**src/design/reset_watchdog_regs.vh**
```
// Purpose: Register map, field positions, reset values and timing counts
//          of the reset and watchdog block.
// Assumes: 32-bit classic Wishbone, one aligned word per register.
// Notes:   Definitions only.
`ifndef RESET_WATCHDOG_REGS_VH
`define RESET_WATCHDOG_REGS_VH

// ==========================================================
// Register byte offsets
`define RW_OFS_SETUP 5'h00
`define RW_OFS_SERVICE 5'h04
`define RW_OFS_CONTROL 5'h08
`define RW_OFS_STATUS 5'h0C

// ==========================================================
// Setup register fields
`define RW_SETUP_EDGE 5
`define RW_SETUP_STOP_DELAY 4
`define RW_SETUP_CMON_EN 3
`define RW_SETUP_RATE_HI 1
`define RW_SETUP_RATE_LO 0
`define RW_SETUP_RST 8'h10
`define RW_SETUP_PROT_MASK 8'h33
`define RW_SETUP_FREE_MASK 8'h08

// ==========================================================
// Control and status fields
`define RW_CTRL_WD_DISABLE 0
`define RW_STAT_WD_ACTIVE 0
`define RW_STAT_ARMED 1
`define RW_STAT_WIN_OPEN 2
`define RW_STAT_CAUSE_LSB 4
`define RW_CAUSE_POR 4'h1
`define RW_CAUSE_EXT 4'h2
`define RW_CAUSE_WDOG 4'h4
`define RW_CAUSE_CMON 4'h8

// ==========================================================
// Service key values
`define RW_SVC_ARM 8'h55
`define RW_SVC_CLR 8'hAA

// ==========================================================
// Timing counts in bus clock cycles, prescaler width, clock rates in Hz and monitor period in ns
`define RW_WINDOW_CYCLES 7'h40
`define RW_STOP_DELAY_CYCLES 12'hFE0
`define RW_POR_DELAY_CYCLES 13'h0FE0
`define RW_PIN_DRIVE_CYCLES 13'h0010
`define RW_PRESCALE_BITS 15
`define RW_CLK_HZ 25000000
`define RW_CMON_FAIL_HZ 10000
`define RW_CMON_REF_NS 100000

`endif

```
**src/design/clock_monitor.v**
```verilog
// Purpose: Flags a bus clock that runs too slow against a reference tick.
// Assumes: ref_tick_in is a one-cycle pulse once per reference period.
// Notes:   A fully stopped clock cannot be seen by logic on that clock.
`default_nettype none
`timescale 1ns/1ps
`include "reset_watchdog_regs.vh"

module clock_monitor #(
  parameter integer REF_NS = `RW_CMON_REF_NS,
  parameter integer FAIL_HZ = `RW_CMON_FAIL_HZ
) (
  input wire clk_sys_in, // Bus clock
  input wire resetn_in, // Async reset, active low
  input wire enable_in, // Monitor on
  input wire ref_tick_in, // Reference period pulse
  output reg fail_out // One-cycle fail pulse
);

  // Edges expected at the fail rate in one period, plus one
  localparam integer MIN_EDGES = (FAIL_HZ / 1000) * (REF_NS / 1000) / 1000 + 1;
  localparam [7:0] MIN_EDGES_W = MIN_EDGES[7:0];

  reg [7:0] edge_cnt_q;
  reg primed_q;

  // ==========================================================
  // Edge count per reference period
  always @(posedge clk_sys_in or negedge resetn_in) begin
    if (!resetn_in) begin
      edge_cnt_q <= 8'h00;
      primed_q <= 1'b0;
      fail_out <= 1'b0;
    end else if (!enable_in) begin
      edge_cnt_q <= 8'h00;
      primed_q <= 1'b0;
      fail_out <= 1'b0;
    end else if (ref_tick_in) begin
      edge_cnt_q <= 8'h00;
      primed_q <= 1'b1;
      fail_out <= primed_q && (edge_cnt_q < MIN_EDGES_W);
    end else begin
      fail_out <= 1'b0;
      if (edge_cnt_q != 8'hFF) begin
        edge_cnt_q <= edge_cnt_q + 8'h01;
      end
    end
  end

endmodule
`default_nettype wire

```
**src/design/reset_watchdog.v**
```verilog
// Purpose: Reset sequencing, watchdog, clock monitor and setup register.
// Assumes: Classic Wishbone slave, 25 MHz bus clock, synchronous inputs.
// Notes:   Every internal reset returns the setup state to reset values.
//
// The Wishbone register port and the register offsets were left to the implementer.
`default_nettype none
`timescale 1ns/1ps
`include "reset_watchdog_regs.vh"

module reset_watchdog #(
  parameter integer PRESCALE_BITS = `RW_PRESCALE_BITS,
  parameter [12:0] POR_DELAY = `RW_POR_DELAY_CYCLES
) (
  input wire clk_sys_in, // Bus clock
  input wire resetn_in, // Power-on reset, active low
  input wire wb_cyc_in, // Wishbone cycle
  input wire wb_stb_in, // Wishbone strobe
  input wire wb_we_in, // Wishbone write
  input wire [4:0] wb_adr_in, // Byte address
  input wire [3:0] wb_sel_in, // Byte lanes
  input wire [31:0] wb_dat_in, // Write data
  output reg [31:0] wb_dat_out, // Read data
  output reg wb_ack_out, // Acknowledge
  input wire reset_pin_in, // Reset pin level
  output wire reset_pin_out, // Reset pin drive value
  output wire reset_pin_oe_n_out, // Reset pin enable, low drives
  input wire special_mode_flag_in, // Special mode
  input wire cmon_ref_tick_in, // Clock monitor reference pulse
  input wire irq_n_in, // External interrupt, active low
  input wire irq_ack_in, // Clears a latched edge
  output wire irq_request_out, // Interrupt request
  input wire stop_wakeup_in, // Stop mode wakeup pulse
  output reg stop_resume_out, // Resume pulse
  output wire sys_reset_out // Block in reset
);

  // ==========================================================
  // Sequencer states
  localparam [1:0] ST_POR = 2'h0;
  localparam [1:0] ST_HOLD = 2'h1;
  localparam [1:0] ST_DRIVE = 2'h2;
  localparam [1:0] ST_RUN = 2'h3;

  localparam integer CNT_W = PRESCALE_BITS + 6;

  reg [1:0] state_q;
  reg [1:0] state_d;
  reg [12:0] seq_cnt_q;
  reg [3:0] cause_q;
  reg [7:0] setup_q;
  reg setup_done_q;
  reg [6:0] win_cnt_q;
  reg wd_dis_q;
  reg wd_dis_done_q;
  reg armed_q;
  reg [CNT_W-1:0] wd_cnt_q;
  reg irq_prev_q;
  reg irq_edge_q;
  reg stop_busy_q;
  reg [11:0] stop_cnt_q;
  reg [CNT_W-1:0] wd_limit;
  reg [31:0] rd_data;

  wire in_reset;
  wire run;
  wire bus_req;
  wire wr_fire;
  wire wr_lane0;
  wire [7:0] wr_byte;
  wire win_open;
  wire prot_ok;
  wire wd_active;
  wire wd_timeout;
  wire cmon_fail;
  wire sel_setup;
  wire sel_service;
  wire sel_control;
  wire sel_status;

  assign in_reset = (state_q != ST_RUN);
  assign run = ~in_reset;
  assign sys_reset_out = in_reset;

  // ==========================================================
  // Wishbone decode
  assign bus_req = wb_cyc_in & wb_stb_in;
  assign wr_fire = bus_req & wb_we_in & wb_ack_out;
  assign wr_lane0 = wr_fire & wb_sel_in[0] & run;
  assign wr_byte = wb_dat_in[7:0];
  localparam [4:0] OFS_SETUP = `RW_OFS_SETUP;
  localparam [4:0] OFS_SERVICE = `RW_OFS_SERVICE;
  localparam [4:0] OFS_CONTROL = `RW_OFS_CONTROL;
  localparam [4:0] OFS_STATUS = `RW_OFS_STATUS;
  assign sel_setup = (wb_adr_in[4:2] == OFS_SETUP[4:2]);
  assign sel_service = (wb_adr_in[4:2] == OFS_SERVICE[4:2]);
  assign sel_control = (wb_adr_in[4:2] == OFS_CONTROL[4:2]);
  assign sel_status = (wb_adr_in[4:2] == OFS_STATUS[4:2]);

  always @* begin
    rd_data = 32'h00000000;
    if (sel_setup) begin
      rd_data[7:0] = setup_q & (`RW_SETUP_PROT_MASK | `RW_SETUP_FREE_MASK);
    end else if (sel_control) begin
      rd_data[`RW_CTRL_WD_DISABLE] = wd_dis_q;
    end else if (sel_status) begin
      rd_data[`RW_STAT_WD_ACTIVE] = wd_active;
      rd_data[`RW_STAT_ARMED] = armed_q;
      rd_data[`RW_STAT_WIN_OPEN] = win_open;
      rd_data[`RW_STAT_CAUSE_LSB+3:`RW_STAT_CAUSE_LSB] = cause_q;
    end
  end

  always @(posedge clk_sys_in or negedge resetn_in) begin
    if (!resetn_in) begin
      wb_ack_out <= 1'b0;
      wb_dat_out <= 32'h00000000;
    end else begin
      wb_ack_out <= bus_req & ~wb_ack_out;
      if (bus_req & ~wb_ack_out) begin
        wb_dat_out <= wb_we_in ? 32'h00000000 : rd_data;
      end
    end
  end

  // ==========================================================
  // Reset sequencer
  always @* begin
    state_d = state_q;
    case (state_q)
      ST_POR: begin
        if (seq_cnt_q == POR_DELAY - 13'h0001) begin
          state_d = ST_HOLD;
        end
      end
      ST_HOLD: begin
        if (reset_pin_in) begin
          state_d = ST_RUN;
        end
      end
      ST_DRIVE: begin
        if (seq_cnt_q == `RW_PIN_DRIVE_CYCLES - 13'h0001) begin
          state_d = ST_HOLD;
        end
      end
      ST_RUN: begin
        if (wd_timeout | cmon_fail) begin
          state_d = ST_DRIVE;
        end else if (!reset_pin_in) begin
          state_d = ST_HOLD;
        end
      end
      default: begin
        state_d = ST_POR;
      end
    endcase
  end

  always @(posedge clk_sys_in or negedge resetn_in) begin
    if (!resetn_in) begin
      state_q <= ST_POR;
      seq_cnt_q <= 13'h0000;
      cause_q <= `RW_CAUSE_POR;
    end else begin
      state_q <= state_d;
      if (state_d != state_q) begin
        seq_cnt_q <= 13'h0000;
      end else begin
        seq_cnt_q <= seq_cnt_q + 13'h0001;
      end
      if (state_q == ST_RUN) begin
        if (wd_timeout) begin
          cause_q <= `RW_CAUSE_WDOG;
        end else if (cmon_fail) begin
          cause_q <= `RW_CAUSE_CMON;
        end else if (!reset_pin_in) begin
          cause_q <= `RW_CAUSE_EXT;
        end
      end
    end
  end

  // Pin driven low only during the internal drive phase
  assign reset_pin_out = 1'b0;
  assign reset_pin_oe_n_out = (state_q != ST_DRIVE);

  // ==========================================================
  // Setup register and write-once protection
  assign win_open = (win_cnt_q < `RW_WINDOW_CYCLES);
  assign prot_ok = special_mode_flag_in | (win_open & ~setup_done_q);

  always @(posedge clk_sys_in or negedge resetn_in) begin
    if (!resetn_in) begin
      setup_q <= `RW_SETUP_RST;
      setup_done_q <= 1'b0;
      win_cnt_q <= 7'h00;
    end else if (in_reset) begin
      setup_q <= `RW_SETUP_RST;
      setup_done_q <= 1'b0;
      win_cnt_q <= 7'h00;
    end else begin
      if (win_open) begin
        win_cnt_q <= win_cnt_q + 7'h01;
      end
      if (wr_lane0 & sel_setup) begin
        setup_q[`RW_SETUP_CMON_EN] <= wr_byte[`RW_SETUP_CMON_EN];
        if (prot_ok) begin
          setup_q[`RW_SETUP_EDGE] <= wr_byte[`RW_SETUP_EDGE];
          setup_q[`RW_SETUP_STOP_DELAY] <= wr_byte[`RW_SETUP_STOP_DELAY];
          setup_q[`RW_SETUP_RATE_HI] <= wr_byte[`RW_SETUP_RATE_HI];
          setup_q[`RW_SETUP_RATE_LO] <= wr_byte[`RW_SETUP_RATE_LO];
          setup_done_q <= ~special_mode_flag_in;
        end
      end
    end
  end

  // ==========================================================
  // Watchdog disable, write once in normal modes
  always @(posedge clk_sys_in or negedge resetn_in) begin
    if (!resetn_in) begin
      wd_dis_q <= 1'b0;
      wd_dis_done_q <= 1'b0;
    end else if (in_reset) begin
      wd_dis_q <= 1'b0;
      wd_dis_done_q <= 1'b0;
    end else if (wr_lane0 & sel_control) begin
      if (special_mode_flag_in | ~wd_dis_done_q) begin
        wd_dis_q <= wr_byte[`RW_CTRL_WD_DISABLE];
        wd_dis_done_q <= 1'b1;
      end
    end
  end

  assign wd_active = run & ~wd_dis_q;

  // ==========================================================
  // Watchdog counter
  always @* begin
    wd_limit = {CNT_W{1'b0}};
    case ({setup_q[`RW_SETUP_RATE_HI], setup_q[`RW_SETUP_RATE_LO]})
      2'h0: wd_limit[PRESCALE_BITS-1:0] = {PRESCALE_BITS{1'b1}};
      2'h1: wd_limit[PRESCALE_BITS+1:0] = {(PRESCALE_BITS+2){1'b1}};
      2'h2: wd_limit[PRESCALE_BITS+3:0] = {(PRESCALE_BITS+4){1'b1}};
      default: wd_limit = {CNT_W{1'b1}};
    endcase
  end

  assign wd_timeout = wd_active & (wd_cnt_q == wd_limit);

  always @(posedge clk_sys_in or negedge resetn_in) begin
    if (!resetn_in) begin
      wd_cnt_q <= {CNT_W{1'b0}};
      armed_q <= 1'b0;
    end else if (in_reset) begin
      wd_cnt_q <= {CNT_W{1'b0}};
      armed_q <= 1'b0;
    end else begin
      if (wr_lane0 & sel_service & armed_q & (wr_byte == `RW_SVC_CLR)) begin
        wd_cnt_q <= {CNT_W{1'b0}};
      end else if (wd_active) begin
        wd_cnt_q <= wd_cnt_q + {{(CNT_W-1){1'b0}}, 1'b1};
      end
      if (wr_lane0 & sel_service) begin
        armed_q <= (wr_byte == `RW_SVC_ARM);
      end
    end
  end

  // ==========================================================
  // Clock monitor
  clock_monitor u_cmon (
    .clk_sys_in(clk_sys_in),
    .resetn_in(resetn_in),
    .enable_in(run & setup_q[`RW_SETUP_CMON_EN]),
    .ref_tick_in(cmon_ref_tick_in),
    .fail_out(cmon_fail)
  );

  // ==========================================================
  // External interrupt sensing
  always @(posedge clk_sys_in or negedge resetn_in) begin
    if (!resetn_in) begin
      irq_prev_q <= 1'b1;
      irq_edge_q <= 1'b0;
    end else begin
      irq_prev_q <= irq_n_in;
      if (in_reset) begin
        irq_edge_q <= 1'b0;
      end else if (irq_prev_q & ~irq_n_in) begin
        irq_edge_q <= 1'b1;
      end else if (irq_ack_in) begin
        irq_edge_q <= 1'b0;
      end
    end
  end

  assign irq_request_out = run & (setup_q[`RW_SETUP_EDGE] ? irq_edge_q : ~irq_n_in);

  // ==========================================================
  // Stop mode exit delay
  always @(posedge clk_sys_in or negedge resetn_in) begin
    if (!resetn_in) begin
      stop_busy_q <= 1'b0;
      stop_cnt_q <= 12'h000;
      stop_resume_out <= 1'b0;
    end else if (in_reset) begin
      stop_busy_q <= 1'b0;
      stop_cnt_q <= 12'h000;
      stop_resume_out <= 1'b0;
    end else begin
      stop_resume_out <= 1'b0;
      if (stop_busy_q) begin
        if (stop_cnt_q == `RW_STOP_DELAY_CYCLES - 12'h001) begin
          stop_busy_q <= 1'b0;
          stop_resume_out <= 1'b1;
        end else begin
          stop_cnt_q <= stop_cnt_q + 12'h001;
        end
      end else if (stop_wakeup_in) begin
        stop_cnt_q <= 12'h000;
        if (setup_q[`RW_SETUP_STOP_DELAY]) begin
          stop_busy_q <= 1'b1;
        end else begin
          stop_resume_out <= 1'b1;
        end
      end
    end
  end

endmodule
`default_nettype wire

```
**config.mk**
```make
export PLATFORM = sky130hd
export DESIGN_NAME = reset_watchdog
export DESIGN_NICKNAME = d
export VERILOG_FILES = /design/src/design/clock_monitor.v /design/src/design/reset_watchdog.v
export VERILOG_INCLUDE_DIRS = /design/src /design/src/design
export SDC_FILE = /design/constraint.sdc
export NUM_CORES = 1
export LEC_CHECK = 0
export BUFFER_PORTS_ARGS = -buffer_cell sky130_fd_sc_hd__buf_2
export CAP_MARGIN = 20
export CORE_MARGIN = 3
export CORE_UTILIZATION = 55
export CTS_CLUSTER_DIAMETER = 30
export DETAILED_ROUTE_END_ITERATION = 10
export PLACE_DENSITY = 0.9
export SLEW_MARGIN = 0
export SYNTH_ARGS = -nofsm -noshare
export SYNTH_HDL_FRONTEND = slang
export SYNTH_HIERARCHICAL = 1
export SYNTH_SLANG_ARGS = --single-unit
```
**constraint.sdc**
```tcl
create_clock -name clk_sys_in -period 3.45 [get_ports clk_sys_in]
set_input_delay 0.69 -clock clk_sys_in [delete_from_list [all_inputs] [get_ports clk_sys_in]]
set_output_delay 0.69 -clock clk_sys_in [all_outputs]
set_load 0.01 [all_outputs]
```
Word level (Yosys, flattened, before mapping)
Index checks and enable logic that the tools add are counted.
{"block": "classes", "multipliers": 0, "add_sub_neg": 5, "n_bitwise": 27, "n_mux": 69, "n_div": 0, "magnitude_cmp": 2, "reduce_logical": 19, "shifts": 0, "eq_ne": 22}
{"op": "21-bit 2-to-1 mux", "n": 3}
{"op": "12-bit 2-to-1 mux", "n": 4}
{"op": "8-bit 2-to-1 mux", "n": 4}
{"op": "1-bit 2-to-1 mux", "n": 31}
{"op": "2-bit 2-to-1 mux", "n": 13}
{"op": "4-bit 2-to-1 mux", "n": 6}
{"op": "21-bit by 1-bit adder with 21-bit output, second input constant", "n": 1}
{"op": "21-bit equality test", "n": 1}
{"op": "1-bit AND", "n": 17}
{"op": "7-bit 2-to-1 mux", "n": 2}
{"op": "13-bit by 1-bit adder with 13-bit output, second input constant", "n": 1}
{"op": "13-bit by 12-bit equality test with 1-bit output, second input constant", "n": 1}
{"op": "13-bit by 4-bit equality test with 1-bit output, second input constant", "n": 1}
{"op": "13-bit 2-to-1 mux", "n": 1}
{"op": "12-bit by 1-bit adder with 12-bit output, second input constant", "n": 1}
{"op": "12-bit equality test, second input constant", "n": 1}
{"op": "3-bit 2-to-1 mux", "n": 4}
{"op": "2-bit nonzero test", "n": 6}
{"op": "3-bit nonzero test", "n": 3}
{"op": "8-bit by 1-bit adder with 8-bit output, second input constant", "n": 1}
{"op": "8-bit by 7-bit equality test with 1-bit output, second input constant", "n": 1}
{"op": "8-bit equality test, second input constant", "n": 1}
{"op": "8-bit by 2-bit less-than comparator with 1-bit output, second input constant", "n": 1}
{"op": "8-bit != test, second input constant", "n": 1}
{"op": "19 further kinds", "n": 38}
{"block": "word_totals", "memories": 0, "romBits": 0, "ff_bits": 115, "input_bits": 52, "mem_bits_rw": 0, "elab_cells": 165, "latchBits": 0}

Longest topological paths before layout
Gate-level depths: netlist of the first run.
{"block": "logic_depth", "ltp_word": 10, "depth_mapped": 8, "ltp_nobuf": 6}

By module
The synthesis of the first run kept the hierarchy.
{"module": "reset_watchdog", "area_each_um2": 4252.8, "instances": 1, "cells_each": 440}
{"module": "clock_monitor", "area_each_um2": 533.0, "instances": 1, "cells_each": 51}

Least setup slack after synthesis of the first run
No wires, ideal clock.
{"block": "synth_timing", "path_kind": "register to output", "start": "reg state_q[0]", "end": "out irq_request_out", "n_path_buf": 2, "t_arrival_ns": 1.517, "required_time_ns": 2.760, "slack_ns": 1.243, "stages_incl_launch_ff": 6, "path_cell_list": "dfrtp_1 and2_1 inv_1 clkbuf_1 buf_1 nor2_1"}
{"block": "synth_via", "elab_chain_len": 3}
{"item": "start, declared", "line_no": "reset_watchdog.v:46", "rtl": "reg [1:0] state_q;"}
{"item": "start signal, assigned", "line_no": "reset_watchdog.v:164", "rtl": "state_q <= state_d;"}
{"item": "2-bit != test", "line_no": "reset_watchdog.v:80", "rtl": "assign in_reset = (state_q != ST_RUN);"}
{"item": "named net sys_reset_out", "line_no": "reset_watchdog.v:34", "rtl": "output wire sys_reset_out"}
{"item": "1-bit inverter", "line_no": "reset_watchdog.v:81", "rtl": "assign run = ~in_reset;"}
{"item": "1-bit AND", "line_no": "reset_watchdog.v:297", "rtl": "assign irq_request_out = run & (setup_q[`RW_SETUP_EDGE] ? irq_edge_q : ~irq_n_in);"}
{"item": "end, declared", "line_no": "reset_watchdog.v:31", "rtl": "output wire irq_request_out,"}
The timed path passes the listed nets, and every way through them passes these cells.

Worst setup path in the final report of the first run
{"block": "layout_timing", "start": "reg wd_cnt_q[0]", "end": "reg seq_cnt_q[3]"}
{"block": "layout_via", "elab_chain_len": 7}
{"item": "start, declared", "line_no": "reset_watchdog.v:56", "rtl": "reg [CNT_W-1:0] wd_cnt_q;"}
{"item": "start signal, assigned", "line_no": "reset_watchdog.v:252", "rtl": "wd_cnt_q <= {CNT_W{1'b0}};"}
{"item": "start signal, assigned", "line_no": "reset_watchdog.v:255", "rtl": "wd_cnt_q <= {CNT_W{1'b0}};"}
{"item": "start signal, assigned", "line_no": "reset_watchdog.v:259", "rtl": "wd_cnt_q <= {CNT_W{1'b0}};"}
{"item": "21-bit equality test", "line_no": "reset_watchdog.v:248", "rtl": "assign wd_timeout = wd_active & (wd_cnt_q == wd_limit);"}
{"item": "1-bit AND", "line_no": "reset_watchdog.v:248"}
{"item": "1-bit bitwise OR", "line_no": "reset_watchdog.v:146", "rtl": "if (wd_timeout | cmon_fail) begin"}
{"item": "2-bit 2-to-1 mux", "line_no": "reset_watchdog.v:146"}
{"item": "2-bit case mux with 4 select lines", "line_no": "reset_watchdog.v:129", "rtl": "case (state_q)"}
{"item": "2-bit != test", "line_no": "reset_watchdog.v:165", "rtl": "if (state_d != state_q) begin"}
{"item": "13-bit 2-to-1 mux", "line_no": "reset_watchdog.v:165"}
{"item": "end signal, assigned", "line_no": "reset_watchdog.v:168", "rtl": "seq_cnt_q <= seq_cnt_q + 13'h0001;"}
{"item": "end, declared", "line_no": "reset_watchdog.v:48", "rtl": "reg [12:0] seq_cnt_q;"}
Every way passes these cells.
A chain may end at the register's enable or synchronous reset.

==> results.toml, run 1 <==
[layout]
n_antenna_cell = 0
syn_to_final_growth_pct = 8.08
nets = 582
drive_gt1_share_pct = 14.5

[synth]
synth_most_common_cell = "dfrtp_1"
syn_area_mm2 = 0.00479
avgSynthCellArea_um2 = 9.75
synthFlopType = "dfrtp_1"
synth-seq-cells = 91
synth_top_cell_by_area = "dfrtp_1"
synth-edff-count = 0
yosysWarnings = 6
synth_cells = 491
synth_commonest_cells = "88 x dfrtp_1, 61 x nor2_1, 33 x nand2_1"
ys_seq_area_share_pct = 47.7
yosys.cell_types.count = 62
yosysTopAreaCellShare_pct = 46.0
synthTopCellsByArea = "dfrtp_1 46%, nor2_1 4.8%, buf_4 3.9%"
async_flop_share_pct = 100

[global_route]
grt_max_degree = 92
grt_pass1_wl_um = 15600
track_usage_pct = 19.2
grt_pass1_vias = 3635
antenna_found_initial = 0
grt.overflow.total = 0

[worst_setup_path]
cp-end-kind = "register"
crit_arrival_ps = 2760
cp_top_family = "simple AND/OR/NAND/NOR gates"
crit_chain = "ha_1, nand4b_4, or2_1, or3_4, o311ai_4, nor2_1"
rrSetupSlack_ps = 900
critPathBufInv = 0
cp_max_fo = 13
crit_required_ps = 3660
cp_slowest_cell = "o311ai_4"
criticalPathCategory = "register to register"
ff2ff_path_depth = 6
startpoint_type = "register"
rr_endpoint = "seq_cnt_q[3]$_DFF_PN0_"
r2r_start = "wd_cnt_q[0]$_DFFE_PN0P_"
critPathMaxStageDelay_ps = 720

[timing]
final.setup.tns_ps = 0
max_freq_mhz = 393
period_share_pct = 73.8
tightest_slew_ps = 805
setup_ws_ps = 904
fin_skew_ps = 7.04
max_slew_margin_pct = 46.2
drv_slew = 0
hold_viol_final = 0
setup_viol = 0
rsz0062_at_grt = "false"
period_needed_ps = 2550

[clock_tree]
cts_buffers = 9
cts_tree = "yes"
hold_buffers = 0
cts_sinks = 91
cts_setup_buffers = 0
cts-root-buf = "clkbuf_8"
clk_pin_slew_ps = 90
cts_buffer_depth = 2
clk_latency_ps = 360
cts-resized-gates = 0
htree_num_levels = 3

[power]
p_leak_nw = 2.34
power_mw = 1.95
p_per_area_mw_per_mm2 = 377
peakVddDrop_mv = 0.262

[detailed_routing]
final_antenna_net_count = 0
wl_per_cell_um = 14.7
drt-total-wl_um = 9360
drt_iter0_drc = 169
drc = 0
drtPass1Iterations = 4
vias = 3697
vias_per_cell = 5.82

[floorplan]
ios = 90
die_w_um = 99.3
start_util_pct = 57.4
core-area_mm2 = 0.00834
rows = 33
die_y_um = 99.3
dieArea_mm2 = 0.00986

[place]
portBuffers = 35
place_ws_ps = 843
dp_hpwl_um = 6630
gp_congestion = 0.797

[status]
status = "finished clean"

[worst_hold_path]
holdCritPathClass = "primary input to asynchronous set/reset pin"

[job]
maxCapViolations = 0
==> metrics by stage <==
stage | hold WS, ps | cells | area (um^2) | utilization (%)
2_1_floorplan | 394 | 515 | 4880 | -
3_3_place_gp | 458 | 618 | 4920 | 59.0
3_5_place_dp | 463 | 618 | 4920 | 59.0
4_1_cts | 418 | 634 | 5140 | 61.7
5_1_grt | 172 | 635 | 5170 | 62.0
6_report | 187 | 635 | 5170 | 62.0
==> worst max path at each step <==
stage / depth (start not counted) / end / start
2_1_floorplan: 5 / irq_request_out / state_q[0]$_DFF_PN0_
3_3_place_gp: 6 / wd_cnt_q[7]$_DFFE_PN0P_ / wb_adr_in[4]
3_5_place_dp: 6 / wd_cnt_q[4]$_DFFE_PN0P_ / wb_adr_in[4]
4_1_cts: 6 / seq_cnt_q[3]$_DFF_PN0_ / wd_cnt_q[0]$_DFFE_PN0P_
5_1_grt: 6 / seq_cnt_q[3]$_DFF_PN0_ / wd_cnt_q[0]$_DFFE_PN0P_
6_report: 6 / seq_cnt_q[3]$_DFF_PN0_ / wd_cnt_q[0]$_DFFE_PN0P_
==> placed cells by master, fill, tap and decap left out, types with 4 or more instances in the layout <==
cell / netlist / routed
dfrtp_1: 88 / 88
nor2_1: 61 / 61
buf_2: 0 / 34
nand2_1: 33 / 33
o21ai_0: 26 / 26
conb_1: 1 / 25
xor2_1: 21 / 21
nor3_1: 20 / 20
xnor2_1: 17 / 17
nand3_1: 15 / 15
nand4_1: 14 / 14
inv_1: 12 / 12
a21oi_1: 12 / 12
and3_1: 11 / 11
nor2_2: 10 / 10
a31oi_1: 9 / 9
clkbuf_8: 0 / 9
or3_1: 7 / 7
and4_1: 6 / 6
nor3b_1: 6 / 6
nor2b_1: 5 / 5
o31ai_1: 5 / 5
mux2i_1: 5 / 5
o21a_1: 5 / 5
nand2b_1: 5 / 5
ha_1: 5 / 5
nand4b_1: 4 / 4
a22o_1: 4 / 4
==> per-layer routing <==
layer | wire [um] | GRT usage [%]
met4 | 140 | 6.20
met2 | 4860 | 34.8
met1 | 3980 | 21.9
met3 | 379 | 5.12
met5 | 0 | 0
==> logic make-up after synthesis <==
kind of cell	synth area share, %
flip-flops	47.7
adder cells (fa/ha/maj)	1.31
XOR/XNOR	6.95
other	0.0784
buffers and inverters	6.74
multiplexers	1.28
AND/OR/NAND/NOR	24.6
AO/OA/AOI/OAI	11.4
==> power by group <==
part	total, mW	switching, mW	internal, mW	leakage [nW]
clock network	0.802	0.388	0.414	0.111
logic	0.0751	0.0536	0.0215	0.990
registers	1.07	0.00266	1.07	1.24
total	1.95	0.444	1.51	2.34
==> area by class of cell <==
class                      count  area [um^2]
fill                         681         3170
sequential                    91         2280
multi-input combinational    373         2270
timing repair buffer          38          220
tap                          105          131
clock buffer                   9          124
clock inverter                 7         98.8
inverter                      12         45.0
==> state kept, by name, indices dropped and copies added, names as in the netlist, 2 cells and up <==
| register | cells |
|---|---|
| seq_cnt_q | 13 |
| stop_cnt_q | 12 |
| u_cmon/edge_cnt_q | 8 |
| cause_q | 4 |
| setup_q | 5 |
| wb_dat_out | 8 |
| wd_cnt_q | 21 |
| state_q | 2 |
| win_cnt_q | 7 |
Power figures use the tool's default switching activity.
==> inputs of run 2 (changes only) <==
==> constraint.sdc (replaced) <==
create_clock -name clk_sys_in -period 2.38 [get_ports clk_sys_in]
set_input_delay 0.476 -clock clk_sys_in [delete_from_list [all_inputs] [get_ports clk_sys_in]]
set_output_delay 0.476 -clock clk_sys_in [all_outputs]
set_load 0.01 [all_outputs]
==> results.toml, run 2 (synthesis gave the netlist of run 1 again) <==
[status]
status = "finished clean"

[layout]
largest_register = "wd_cnt_q"
nFillCells = 654
nets = 591
layout_common_cells = "88 x dfrtp_1, 61 x nor2_1, 34 x buf_2"
largest_register_ffs = 21
utilization_pct = 62.9
mostFrequentLayoutCell = "dfrtp_1"
syn_to_final_growth_pct = 9.65
reg_top3 = "wd_cnt_q: 21 flops, seq_cnt_q: 13 flops, stop_cnt_q: 12 flops"
n_antenna_cell = 0
drive_gt1_share_pct = 16.3

[detailed_routing]
drc = 0
wl_per_cell_um = 15.2
vias = 3734
drt_iter0_drc = 207
vias_per_cell = 5.80
drtPass1Iterations = 5
drt-total-wl_um = 9790
final_antenna_net_count = 0

[timing]
final.setup.tns_ps = 0
setup_ws_ps = 228
max_freq_mhz = 465
hold_viol_final = 0
setup_viol = 0
period_needed_ps = 2150
rsz0062_at_grt = "false"
fin_skew_ps = 10.3
period_share_pct = 90.4
max_slew_margin_pct = 56.6
tightest_slew_ps = 645
drv_slew = 0

[clock_tree]
htree_num_levels = 3
cts_buffer_depth = 2
cts_setup_buffers = 0
cts-root-buf = "clkbuf_8"
cts_sinks = 91
clk_pin_slew_ps = 90
cts-resized-gates = 0
hold_buffers = 0
cts_buffers = 9
cts_tree = "yes"
clk_latency_ps = 370

[worst_setup_path]
crit_chain = "ha_1, nand4b_4, or2_1, or3_4, o311ai_4, buf_4, nor2_1"
rrSetupSlack_ps = 230
criticalPathCategory = "register to register"
cp_max_fo = 13
cp_top_family = "simple AND/OR/NAND/NOR gates"
r2r_start = "wd_cnt_q[0]$_DFFE_PN0P_"
critPathBufInv = 1
ff2ff_path_depth = 7
rr_endpoint = "seq_cnt_q[2]$_DFF_PN0_"
cp_slowest_cell = "or3_4"
crit_arrival_ps = 2400
startpoint_type = "register"
crit_required_ps = 2630
critPathMaxStageDelay_ps = 430
cp-end-kind = "register"

[power]
p_seq_share_pct = 55.0
p_sw_share_pct = 22.1
combPwrFrac_pct = 3.9
p_per_area_mw_per_mm2 = 539
peakVddDrop_mv = 0.266
p_leak_nw = 2.38
clock_power_share_pct = 41.2
internal-power_mw = 2.20
net-switching-power_uw = 626

[place]
dp_hpwl_um = 6800
gp_congestion = 0.825
portBuffers = 35
place_ws_ps = 158

[global_route]
use_met2_pct = 36.4
use_met3_pct = 5.33
top_usage_layer = "met2"
grt_pass1_wl_um = 16700
grt_pass1_vias = 3689
grt.overflow.total = 0
track_usage_pct = 20.8
use_met1_pct = 25.5
grt_max_degree = 57
antenna_found_initial = 0

[floorplan]
ios = 90
start_util_pct = 57.4
die_y_um = 99.3
core-area_mm2 = 0.00834
dieArea_mm2 = 0.00986
die_w_um = 99.3
rows = 33

[worst_hold_path]
holdCritPathClass = "primary input to asynchronous set/reset pin"

[job]
maxCapViolations = 0
## run 2: worst max-delay path by stage
stage	start	to	slack, ps	depth (start not counted)
floorplan	wd_cnt_q[0]$_DFFE_PN0P_	seq_cnt_q[5]$_DFF_PN0_	260	8
global placement	wd_cnt_q[0]$_DFFE_PN0P_	state_q[0]$_DFF_PN0_	220	6
detailed placement	seq_cnt_q[4]$_DFF_PN0_	seq_cnt_q[12]$_DFF_PN0_	160	6
CTS	seq_cnt_q[4]$_DFF_PN0_	seq_cnt_q[2]$_DFF_PN0_	130	6
global route	wd_cnt_q[0]$_DFFE_PN0P_	seq_cnt_q[12]$_DFF_PN0_	120	7
finish	wd_cnt_q[0]$_DFFE_PN0P_	seq_cnt_q[2]$_DFF_PN0_	230	7
## run 2: routing by layer
metal  routed length [um]  vias up
met5                    0        -
met1                 4010     1826
met2                 5060      114
met3                  583       18
met4                  144        0
li1                     -     1776
## run 2: layout make-up
| cell class | count | area, um^2 | area share, % |
|---|---|---|---|
| Timing Repair Buffer | 47 | 280 | 5.34 |
| Clock inverter | 6 | 88.8 | 1.69 |
| Multi-Input combinational cell | 373 | 2280 | 43.5 |
| Sequential cell | 91 | 2280 | 43.5 |
| Clock buffer | 10 | 138 | 2.62 |
| Tap cell | 105 | 131 | 2.50 |
| Inverter | 12 | 45.0 | 0.858 |
## run 2: worst reg2reg max path, stage by stage (launching register included)
cell	delay (ps)
dfrtp_1	390
ha_1	230
nand4b_4	130
or2_1	250
or3_4	430
o311ai_4	260
buf_4	270
nor2_1	80
## run 2: power groups by stage
stage | combinational (mW) | clock [mW] | sequential [mW]
after CTS | 0.110 | 1.18 | 1.55
after detailed placement | 0.109 | 0 | 1.59
after global routing | 0.123 | 1.25 | 1.56
final | 0.109 | 1.16 | 1.55
after global placement | 0.106 | 0 | 1.59
after floorplan | 0.0689 | 0 | 1.59
## run 2: through the flow
stage | power [mW] | instances | instance area (um^2) | hold slack, ps
floorplan | 1.66 | 515 | 4880 | 180
global placement | 1.69 | 628 | 5010 | 457
detailed placement | 1.69 | 628 | 5010 | 461
CTS | 2.85 | 644 | 5240 | 71.7
global route | 2.93 | 644 | 5250 | 91.7
finish | 2.83 | 644 | 5250 | 56.7
